### src/rtl/psram_port_pkg.sv
// package: constants for the ddr pseudo-static memory command/address port
package psram_port_pkg;
    localparam int CMD_BYTES = 6;
    localparam int CMD_BITS = 48;
    localparam int DIR_BIT = 47;
    localparam int SPACE_BIT = 46;
    localparam int BURST_BIT = 45;
    localparam int ROW_HI = 44;
    localparam int ROW_LO = 16;
    localparam int ROW_W = 29;
    localparam int COL_W = 3;
    localparam int BURST_GROUP_WORDS = 8;
    localparam logic [2:0] CNT_RESET = 3'h0;
    localparam logic [47:0] CMD_RESET = 48'h0;
    localparam logic [7:0] BYTE_RESET = 8'h00;
    localparam logic [15:0] WORD_RESET = 16'h0000;
    localparam logic [28:0] ROW_RESET = 29'h0;
    localparam logic [2:0] COL_RESET = 3'h0;

    typedef enum logic [3:0] {
        ST_IDLE  = 4'b0001,
        ST_CMD   = 4'b0010,
        ST_READ  = 4'b0100,
        ST_WRITE = 4'b1000
    } port_state_t;
endpackage

### src/rtl/ddr_psram_cmd_addr_port.sv
// design: command/address capture and strobe control of the memory port
`timescale 1ns/1ps
module ddr_psram_cmd_addr_port
    import psram_port_pkg::*;
(
    // clock and reset
    input wire logic clk,
    input wire logic rst_n,
    // link pins; all inputs but diff_clock_en sampled through two flops
    input wire logic chip_select_n,
    input wire logic link_clock,
    input wire logic clock_complement,
    input wire logic diff_clock_en,
    input wire logic [7:0] dq_in,
    output logic [7:0] dq_out,
    output logic dq_oe,
    input wire logic bidir_data_strobe_in,
    output logic bidir_data_strobe_out,
    output logic bidir_data_strobe_oe,
    // core side status
    input wire logic refresh_pending,
    input wire logic [15:0] read_word,
    output logic cmd_valid,
    output logic cmd_read,
    output logic cmd_reg_space,
    output logic cmd_linear,
    output logic [28:0] cmd_row,
    output logic [2:0] cmd_col,
    output logic [2:0] word_ptr,
    output logic [15:0] write_word,
    output logic [1:0] write_byte_en,
    output logic write_strobe,
    output logic mem_write,
    output logic reg_write,
    output logic read_advance
);
    // ------------------------------------------------------------
    // input synchronisers
    // ------------------------------------------------------------
    logic [12:0] sync1_q, sync1_d, sync2_q, sync2_d;
    logic ck_prev_q, ck_prev_d;

    always_comb begin
        sync1_d = {chip_select_n, link_clock, clock_complement,
                   bidir_data_strobe_in, dq_in, 1'b0};
        sync2_d = sync1_q;
    end

    always_ff @(posedge clk or negedge rst_n) begin
        if (!rst_n) begin
            sync1_q <= 13'h1000;
            sync2_q <= 13'h1000;
        end else begin
            sync1_q <= sync1_d;
            sync2_q <= sync2_d;
        end
    end

    logic cs_n_s, ck_s, ckc_s, bidir_data_strobe_s, ck_lvl, ck_edge;
    logic [7:0] dq_s;
    assign cs_n_s = sync2_q[12];
    assign ck_s = sync2_q[11];
    assign ckc_s = sync2_q[10];
    assign bidir_data_strobe_s = sync2_q[9];
    assign dq_s = sync2_q[8:1];
    // differential uses the crossing, single-ended ignores complement
    assign ck_lvl = diff_clock_en ? (ck_s & ~ckc_s) : ck_s;
    assign ck_edge = ck_lvl ^ ck_prev_q;

    // ------------------------------------------------------------
    // transaction control
    // ------------------------------------------------------------
    port_state_t state_q, state_d;
    logic [2:0] cnt_q, cnt_d;
    logic [47:0] cmd_q, cmd_d;
    logic half_q, half_d;
    logic [7:0] byte_q, byte_d;
    logic mask_a_q, mask_a_d;
    logic [2:0] ptr_q, ptr_d;
    logic [7:0] dq_out_q, dq_out_d;
    logic dq_oe_q, dq_oe_d, bidir_data_strobe_q, bidir_data_strobe_d, bidir_data_strobe_oe_q, bidir_data_strobe_oe_d;
    logic valid_q, valid_d, wstb_q, wstb_d, radv_q, radv_d;
    logic mwr_q, mwr_d, rwr_q, rwr_d;
    logic [15:0] wword_q, wword_d;
    logic [1:0] ben_q, ben_d;

    // next word pointer: wrapped stays in 8-word group
    function automatic logic [2:0] next_ptr(input logic [2:0] p);
        next_ptr = p + 3'h1;
    endfunction

    always_comb begin
        state_d = state_q;
        cnt_d = cnt_q;
        cmd_d = cmd_q;
        half_d = half_q;
        byte_d = byte_q;
        mask_a_d = mask_a_q;
        ptr_d = ptr_q;
        dq_out_d = dq_out_q;
        dq_oe_d = dq_oe_q;
        bidir_data_strobe_d = bidir_data_strobe_q;
        bidir_data_strobe_oe_d = bidir_data_strobe_oe_q;
        valid_d = 1'b0;
        wstb_d = 1'b0;
        radv_d = 1'b0;
        mwr_d = 1'b0;
        rwr_d = 1'b0;
        wword_d = wword_q;
        ben_d = ben_q;
        ck_prev_d = ck_lvl;
        unique case (state_q)
            ST_IDLE: begin
                dq_oe_d = 1'b0;
                bidir_data_strobe_oe_d = 1'b0;
                ck_prev_d = 1'b0;
                // select falls with clock idle low
                if (!cs_n_s && !ck_lvl) begin
                    state_d = ST_CMD;
                    cnt_d = CNT_RESET;
                    bidir_data_strobe_d = refresh_pending;
                    bidir_data_strobe_oe_d = 1'b1;
                end
            end
            ST_CMD: begin
                if (cs_n_s) begin
                    state_d = ST_IDLE;
                    bidir_data_strobe_oe_d = 1'b0;
                end else if (ck_edge) begin
                    // shift in msb byte first, dq7 is bit 7
                    cmd_d = {cmd_q[39:0], dq_s};
                    cnt_d = cnt_q + 3'h1;
                    if (cnt_q == 3'(CMD_BYTES - 1)) begin
                        valid_d = 1'b1;
                        half_d = 1'b0;
                        ptr_d = cmd_d[COL_W-1:0];
                        if (cmd_d[DIR_BIT]) begin
                            state_d = ST_READ;
                            bidir_data_strobe_d = 1'b0;
                        end else begin
                            state_d = ST_WRITE;
                            bidir_data_strobe_oe_d = 1'b0;
                        end
                    end
                end
            end
            ST_READ: begin
                if (cs_n_s) begin
                    state_d = ST_IDLE;
                    dq_oe_d = 1'b0;
                    bidir_data_strobe_oe_d = 1'b0;
                end else if (ck_edge) begin
                    // byte A high half then byte B, strobe toggles
                    dq_oe_d = 1'b1;
                    dq_out_d = half_q ? read_word[7:0] : read_word[15:8];
                    bidir_data_strobe_d = ~half_q;
                    half_d = ~half_q;
                    if (half_q) begin
                        radv_d = 1'b1;
                        ptr_d = next_ptr(ptr_q);
                    end
                end
            end
            ST_WRITE: begin
                if (cs_n_s) begin
                    state_d = ST_IDLE;
                end else if (ck_edge) begin
                    half_d = ~half_q;
                    if (!half_q) begin
                        byte_d = dq_s;
                        mask_a_d = bidir_data_strobe_s;
                    end else begin
                        wword_d = {byte_q, dq_s};
                        ben_d = {~mask_a_q, ~bidir_data_strobe_s};
                        wstb_d = 1'b1;
                        mwr_d = ~cmd_q[SPACE_BIT];
                        rwr_d = cmd_q[SPACE_BIT];
                        ptr_d = next_ptr(ptr_q);
                    end
                end
            end
        endcase
    end

    // reset floats strobe and data, returns to standby
    always_ff @(posedge clk or negedge rst_n) begin
        if (!rst_n) begin
            state_q <= ST_IDLE;
            cnt_q <= CNT_RESET;
            cmd_q <= CMD_RESET;
            half_q <= 1'b0;
            byte_q <= BYTE_RESET;
            mask_a_q <= 1'b1;
            ptr_q <= COL_RESET;
            dq_out_q <= BYTE_RESET;
            dq_oe_q <= 1'b0;
            bidir_data_strobe_q <= 1'b0;
            bidir_data_strobe_oe_q <= 1'b0;
            valid_q <= 1'b0;
            wstb_q <= 1'b0;
            radv_q <= 1'b0;
            mwr_q <= 1'b0;
            rwr_q <= 1'b0;
            wword_q <= WORD_RESET;
            ben_q <= 2'h0;
            ck_prev_q <= 1'b0;
        end else begin
            state_q <= state_d;
            cnt_q <= cnt_d;
            cmd_q <= cmd_d;
            half_q <= half_d;
            byte_q <= byte_d;
            mask_a_q <= mask_a_d;
            ptr_q <= ptr_d;
            dq_out_q <= dq_out_d;
            dq_oe_q <= dq_oe_d;
            bidir_data_strobe_q <= bidir_data_strobe_d;
            bidir_data_strobe_oe_q <= bidir_data_strobe_oe_d;
            valid_q <= valid_d;
            wstb_q <= wstb_d;
            radv_q <= radv_d;
            mwr_q <= mwr_d;
            rwr_q <= rwr_d;
            wword_q <= wword_d;
            ben_q <= ben_d;
            ck_prev_q <= ck_prev_d;
        end
    end

    // ------------------------------------------------------------
    // outputs from flops; bits 15..3 of the command are ignored
    // ------------------------------------------------------------
    assign dq_out = dq_out_q;
    assign dq_oe = dq_oe_q;
    assign bidir_data_strobe_out = bidir_data_strobe_q;
    assign bidir_data_strobe_oe = bidir_data_strobe_oe_q;
    assign cmd_valid = valid_q;
    assign cmd_read = cmd_q[DIR_BIT];
    assign cmd_reg_space = cmd_q[SPACE_BIT];
    assign cmd_linear = cmd_q[BURST_BIT];
    assign cmd_row = cmd_q[ROW_HI:ROW_LO];
    assign cmd_col = cmd_q[COL_W-1:0];
    assign word_ptr = ptr_q;
    assign write_word = wword_q;
    assign write_byte_en = ben_q;
    assign write_strobe = wstb_q;
    assign mem_write = mwr_q;
    assign reg_write = rwr_q;
    assign read_advance = radv_q;
endmodule

### config.mk
export PLATFORM = sky130hd
export DESIGN_NAME = ddr_psram_cmd_addr_port
export DESIGN_NICKNAME = d
export VERILOG_FILES = /design/src/rtl/psram_port_pkg.sv /design/src/rtl/ddr_psram_cmd_addr_port.sv
export SDC_FILE = /design/constraint.sdc
export NUM_CORES = 1
export LEC_CHECK = 0
export ABC_CLOCK_PERIOD_IN_PS = 2200
export BUFFER_PORTS_ARGS = -buffer_cell sky130_fd_sc_hd__buf_2
export CAP_MARGIN = 20
export CORE_UTILIZATION = 54
export CTS_CLUSTER_DIAMETER = 60
export DETAILED_ROUTE_END_ITERATION = 16
export GPL_TIMING_DRIVEN = 1
export PLACE_DENSITY = 0.79
export SYNTH_ARGS = -nofsm -noshare
export SYNTH_HDL_FRONTEND = slang
export SYNTH_SLANG_ARGS = --single-unit
### constraint.sdc
create_clock -name clk -period 2.2 [get_ports clk]
set_clock_uncertainty 0.2 [all_clocks]
set_input_delay 0.44 -clock clk [delete_from_list [all_inputs] [get_ports clk]]
set_output_delay 0.44 -clock clk [all_outputs]
set_load 0.05 [all_outputs]
==> impl_metrics.json, run 1 <==
{
  "htreeDepth": 4,
  "worstPathArrival_ns": 2.25,
  "ys_warn_count": 0,
  "worst_pin_slew_ns": 0.4938,
  "cts_buffers": 17,
  "final_area_sq_um": 6345,
  "clock-sinks": 127,
  "syn_nets": 503,
  "wl_per_cell_um": 14.37,
  "dr.pass1.iters": 5,
  "synthFlopType": "dfrtp_1",
  "ys_seq_area_share_pct": 62.23,
  "die_h_um": 99.33,
  "fin_nets": 603,
  "rows": 35,
  "crit_path_max_incr_delay_ns": 0.54,
  "grt_max_degree": 50,
  "critical_path_class": "flop to flop",
  "drive_above_1_share_pct": 32.41,
  "io_pins": 104,
  "tns_ns": 0,
  "gp_congestion": 0.8840,
  "grt_pass1_vias": 3451,
  "max_slew_margin_pct": 66.62,
  "clkTransAtPathRegs_ns": 0.06,
  "die-area_sq_um": 9865,
  "initial_core_util_pct": 55.62,
  "yosysTopAreaCell": "dfrtp_1",
  "drt_iter0_drc": 189,
  "syn-instance-count": 468,
  "reg2reg_depth": 5,
  "cap_violations": 0,
  "worstPathMaxFanout": 10,
  "cts-root-buf": "clkbuf_8",
  "fillers": 688,
  "leakage_nw": 3.405,
  "grt_pass1_wl_um": 16650,
  "fp.dieW_um": 99.33,
  "startpoint_type": "flop",
  "clock_latency_ns": 0.51,
  "slowest_stage": "dfrtp_1",
  "vias_per_cell": 5.103,
  "routed_wl_um": 9931,
  "final.period_utilization_pct": 92.10,
  "peakVddDrop_v": 0.0006020,
  "synth_area_leaders": "dfrtp_1, nand2_1, mux2_2",
  "portBuffers": 103,
  "synth_edf_count": 0,
  "endpoint_kind": "flop",
  "path_cells": "xor2_1 > nand2_1 > a211oi_4 > nor2b_1 > a2bb2oi_1",
  "placed_cell_area_sq_um": 5649,
  "route.vias.total": 3526,
  "ys_seq_elements": 127,
  "synth.distinct_cells": 42,
  "num_antenna_cells": 0,
  "status": "finished clean",
  "synthArstFlopShare_pct": 100.0,
  "syn_area_sq_um": 5115,
  "antenna_found_initial": 0,
  "tritoncts": "done",
  "route.detailed.drc": 0,
  "fmax_ghz": 0.4935,
  "syn_area_per_cell_sq_um": 10.93,
  "rsz0062_at_grt": "no",
  "power_density_nw_per_um2": 1277,
  "period_minus_slack_ns": 2.026,
  "grt.total_usage_pct": 22.00,
  "finalSetupViolations": 0,
  "hold_path_class": "input port to flop",
  "gr-total-overflow": 0,
  "hpwl_um": 6522,
  "slew_viol_final": 0,
  "cts_buffer_depth": 2,
  "synth_top_area_share_pct": 60.18,
  "syn_to_final_growth_pct": 24.05,
  "core-area_sq_um": 9196,
  "min_path_cells": 3,
  "hold_viol_final": 0,
  "antenna_left": 0,
  "worstPathRequired_ns": 2.42
}
-- worst max-delay path: cells and delay by family (launching register included) --
| kind | cells | cell delay (ns) |
|---|---|---|
| compound gates | 2 | 0.56 |
| flops | 1 | 0.54 |
| simple gates | 2 | 0.43 |
| xor+xnor | 1 | 0.22 |
-- per-stage QoR --
stage,power (mW),setup slack (ns),hold WS (ns),instances,utilization [%]
2_1_floorplan,5.279,0.1863,-0.05559,468,-
3_3_place_gp,5.500,0.2218,0.1314,645,61.43
3_5_place_dp,5.591,0.1272,0.1347,645,61.43
4_1_cts,8.171,0.07501,0.01206,689,68.75
5_1_grt,8.514,0.02378,0.02347,691,68.99
6_report,8.099,0.1737,0.02978,691,68.99
-- path summary, 6_finish.rpt --
kind / endpoint / start / slack [ns]
worst min-delay path: dq_out[0] / read_word[8] / 0.03
worst max register to register: word_ptr[1] / state_q[3] / 0.17
min in group asynchronous: cmd_q[40] / rst_n / 0.18
max in group asynchronous: mask_a_q / rst_n / 1.01
worst max-delay path: word_ptr[1] / state_q[3] / 0.17
worst min register to register: sync2_q[8] / sync1_q[8] / 0.15
-- timing repair --
| action | CTS | global route |
|---|---|---|
| hold buffers | 13 | 0 |
| endpoints found under the hold margin | 136 | 0 |
| setup buffers | 0 | 2 |
| resized for setup | 0 | 1 |
| endpoints found under the setup margin | 0 | 3 |
-- placed cells by master (no fill, tap or decap), types with 2 or more instances in the layout --
cell type / synthesis / final
nand2_1: 151 / 151
dfrtp_1: 123 / 123
buf_2: 8 / 102
mux2_2: 26 / 26
nor2_1: 18 / 18
clkbuf_16: 0 / 16
a21oi_1: 15 / 15
o21ai_0: 14 / 14
dlygate4sd3_1: 0 / 13
buf_4: 32 / 11
inv_1: 8 / 8
mux2i_1: 8 / 8
a31oi_1: 6 / 6
buf_12: 0 / 6
dfstp_2: 4 / 4
and2_1: 3 / 3
nand3_1: 4 / 3
ha_1: 3 / 3
clkinv_4: 0 / 3
clkinv_2: 0 / 3
clkinvlp_4: 0 / 3
nand4_1: 2 / 2
nor4b_4: 2 / 2
nor4b_1: 2 / 2
nor2b_1: 2 / 2
a2bb2oi_1: 2 / 2
nand2b_1: 2 / 2
o22a_1: 2 / 2
clkbuf_8: 0 / 2
inv_6: 0 / 2
-- sequential cells by signal, summed over array words and instances, names as in the netlist --
signal	flops
cmd_q	48
write_word	16
sync1_q	12
sync2_q	12
byte_q	8
dq_out	8
state_q	4
cnt_q	3
word_ptr	3
write_byte_en	2
bidir_data_strobe_oe	1
bidir_data_strobe_out	1
ck_prev_q	1
cmd_valid	1
dq_oe	1
half_q	1
mask_a_q	1
mem_write	1
read_advance	1
reg_write	1
write_strobe	1
-- final cells by class --
class | count | area, sq um | share of cell area (%)
Sequential cell | 127 | 3183 | 50.17
Multi-Input combinational cell | 281 | 1595 | 25.14
Timing Repair Buffer | 133 | 854.6 | 13.47
Clock buffer | 19 | 431.7 | 6.803
Tap cell | 111 | 138.9 | 2.189
Clock inverter | 12 | 111.4 | 1.755
Inverter | 8 | 30.03 | 0.4733
-- report_power, final --
group | leakage (nW) | switching [mW] | internal [mW]
registers | 1.65 | 0.370 | 2.83
clock network | 0.260 | 1.01 | 1.52
logic | 1.49 | 1.77 | 0.599
total | 3.40 | 3.14 | 4.96
-- cell families (layout without fill, tap and decap cells) --
logic type                 count (synthesis)  in the layout  synth area share, %
AOI/OAI and AO/OA                         48             48                5.920
xor gates and xnor gates                   3              3               0.6606
adders and majority gates                  3              3               0.7339
buffers and inverters                     60            172                6.947
DFF                                      127            127                62.23
muxes                                     34             34                7.290
and+or+nand+nor                          193            193                16.22
-- Yosys cell counts, types with 2 or more instances --
master	count
nor4b_4	2
inv_1	8
ha_1	3
a21oi_1	15
o21ai_0	14
buf_4	32
o22a_1	2
nand4_1	2
mux2_2	26
nand2b_1	2
mux2i_1	8
dfstp_2	4
dfrtp_1	123
and2_1	3
nor2b_1	2
nand3_1	4
buf_1	2
clkbuf_1	10
a31oi_1	6
a2bb2oi_1	2
nand2_1	151
nor2_1	18
nor4b_1	2
buf_2	8
nor3_2	2
-- per-layer routing --
metal  vias to the layer above  global-route usage (%)  part of all wire, %
met5                         -                       0                    0
met1                      1721                   28.77                   44
met3                         7                   5.130                  3.9
met2                       103                   36.49                   51
li1                       1695                       -                    -
met4                         0                   7.466                 0.98
No activity file was read; power rests on OpenSTA's default activity.
==> run 2, diff against run 1 <==
Settings changed: ABC_CLOCK_PERIOD_IN_PS 2200 to not set, BUFFER_PORTS_ARGS -buffer_cell sky130_fd_sc_hd__buf_2 to -buffer_cell sky130_fd_sc_hd__clkbuf_2.
==> run 2 against run 1 <==
Net effect: setup slack worse by 0.060 ns; sequential power hardly changed; critical path depth stayed put; clock power hardly changed; clock-buffer cell count is 1 higher; sequential share of layout area is 0.21 points higher; global-route usage is 0.80 points higher; flip-flop and latch count stayed put; die area stayed put; critical path type unchanged.
==> impl_metrics.json, run 2 (synthesized netlist as in run 1, its figures left out) <==
{
  "status": "finished clean",
  "initial_core_util_pct": 55.62,
  "gp_congestion": 0.8632,
  "largest_register": "cmd_q",
  "slowest_stage": "dfrtp_1",
  "antenna_found_initial": 0,
  "dr.pass1.iters": 7,
  "max_slew_margin_pct": 61.44,
  "path_depth": 5,
  "rows": 35,
  "total_power_mw": 8.065,
  "crit_buf_inv": 0,
  "reg2reg_slack_ns": 0.11,
  "startpoint_type": "flop",
  "worstPathMaxFanout": 7,
  "core-area_sq_um": 9196,
  "fin_ws_ns": 0.1134,
  "leakage_nw": 3.351,
  "rsz0062_at_grt": "no",
  "vias_per_cell": 5.221,
  "largest_reg_flops": 48,
  "grt_pass1_wl_um": 17370,
  "cts_buffers": 17,
  "reg2reg_depth": 5,
  "min_path_cells": 3,
  "grt.total_usage_pct": 22.80,
  "hold-worst-slack_ns": 0.02767,
  "worstPathRequired_ns": 2.44,
  "tritoncts": "done",
  "routed_wl_um": 10140,
  "period_minus_slack_ns": 2.087,
  "worstSetupStartpoint": "state_q[2]",
  "timing.rr.end": "word_ptr[1]",
  "fillers": 690,
  "fin_nets": 604,
  "place_inst": 648,
  "endpoint_kind": "flop",
  "num_antenna_cells": 0,
  "die-area_sq_um": 9865,
  "r2r-start": "state_q[2]",
  "grt_pass1_vias": 3592,
  "clkTransAtPathRegs_ns": 0.06,
  "peakVddDrop_v": 0.0006881,
  "cts-root-buf": "clkbuf_8",
  "route.detailed.drc": 0,
  "drive_above_1_share_pct": 32.47,
  "fp.dieW_um": 99.33,
  "grt_max_degree": 50,
  "final.period_utilization_pct": 94.84,
  "crit_path_max_incr_delay_ns": 0.47,
  "slew_viol_final": 0,
  "worst_pin_slew_ns": 0.5755,
  "cp-endpoint": "word_ptr[1]",
  "place_ws_ns": 0.1296,
  "antenna_left": 0,
  "critical_path_class": "flop to flop",
  "cap_violations": 0,
  "portBuffers": 103,
  "drt_iter0_drc": 172,
  "final_common_cell": "nand2_1",
  "syn_to_final_growth_pct": 23.53,
  "finalSetupViolations": 0,
  "route.vias.total": 3618,
  "final_cell_mix": "nand2_1, dfrtp_1, clkbuf_2, mux2_2, nor2_1",
  "htreeDepth": 4,
  "tns_ns": 0,
  "crit_family": "simple AND/OR/NAND/NOR gates",
  "die_h_um": 99.33,
  "power_density_nw_per_um2": 1276,
  "wl_per_cell_um": 14.64,
  "clock_latency_ns": 0.51,
  "path_cells": "nor4b_4 > nand3_1 > a211oi_4 > nor2b_1 > a2bb2oi_1",
  "io_pins": 104,
  "hpwl_um": 6659,
  "layout.cells.non_filler": 693,
  "cts_buffer_depth": 2,
  "gr-total-overflow": 0,
  "clock-sinks": 127,
  "hold_viol_final": 0,
  "hold_path_class": "input port to flop",
  "fmax_ghz": 0.4793,
  "worstPathArrival_ns": 2.32
}
[run 2: cell types whose count changed in the layout (fill, tap and decap cells not counted), sizes merged]
cell,previous run,this run
buf,120,19
clkbuf,19,122
[run 2: report_power, final]
group	internal (mW)	leakage, nW	switching [mW]
Sequential	2.83	1.65	0.380
Clock	1.53	0.262	0.991
Combinational	0.572	1.44	1.76
[run 2: metrics by stage]
stage / util, % / cell area (sq um)
finish: 68.71 / 6319
floorplan: - / 5115
global placement: 61.27 / 5634
global route: 68.71 / 6319
CTS: 68.63 / 6311
detailed placement: 61.27 / 5634
[run 2: cell type report]
cell class	instances	area (sq um)	share of cell area [%]
Timing Repair Buffer	134	824.5	13.05
Clock buffer	20	435.4	6.891
Tap cell	111	138.9	2.198
Sequential cell	127	3183	50.38
Multi-Input combinational cell	281	1595	25.25
Clock inverter	12	111.4	1.762
Inverter	8	30.03	0.4752
[run 2: worst min path at each step]
stage / from / endpoint / slack, ns
global placement: sync1_q[7] / sync2_q[7] / 0.13
detailed placement: sync1_q[10] / sync2_q[10] / 0.13
CTS: read_word[15] / dq_out[7] / 0.01
finish: read_word[15] / dq_out[7] / 0.03
floorplan: rst_n / bidir_data_strobe_oe / -0.06
global route: read_word[8] / dq_out[0] / 0.02
[run 2: worst reg2reg max path: stages, from the launching register on]
cell,delay [ns]
dfrtp_1,0.47
nor4b_4,0.30
nand3_1,0.20
a211oi_4,0.40
nor2b_1,0.27
a2bb2oi_1,0.17
[run 2: repair_timing]
item,4_1_cts,5_1_grt
gates resized for setup,0,1
hold buffers,13,0
setup buffers,0,0
setup endpoints to repair,0,2
endpoints found under the hold margin,56,0
[run 2: metal layers]
layer  vias up  global-route usage, %  part of all wire, %
li1       1711                      -                    -
met1      1749                  28.98                   44
met2       128                  36.86                   49
met3        30                  5.903                  4.2
met4         0                  10.75                  2.3
met5         -                      0                    0
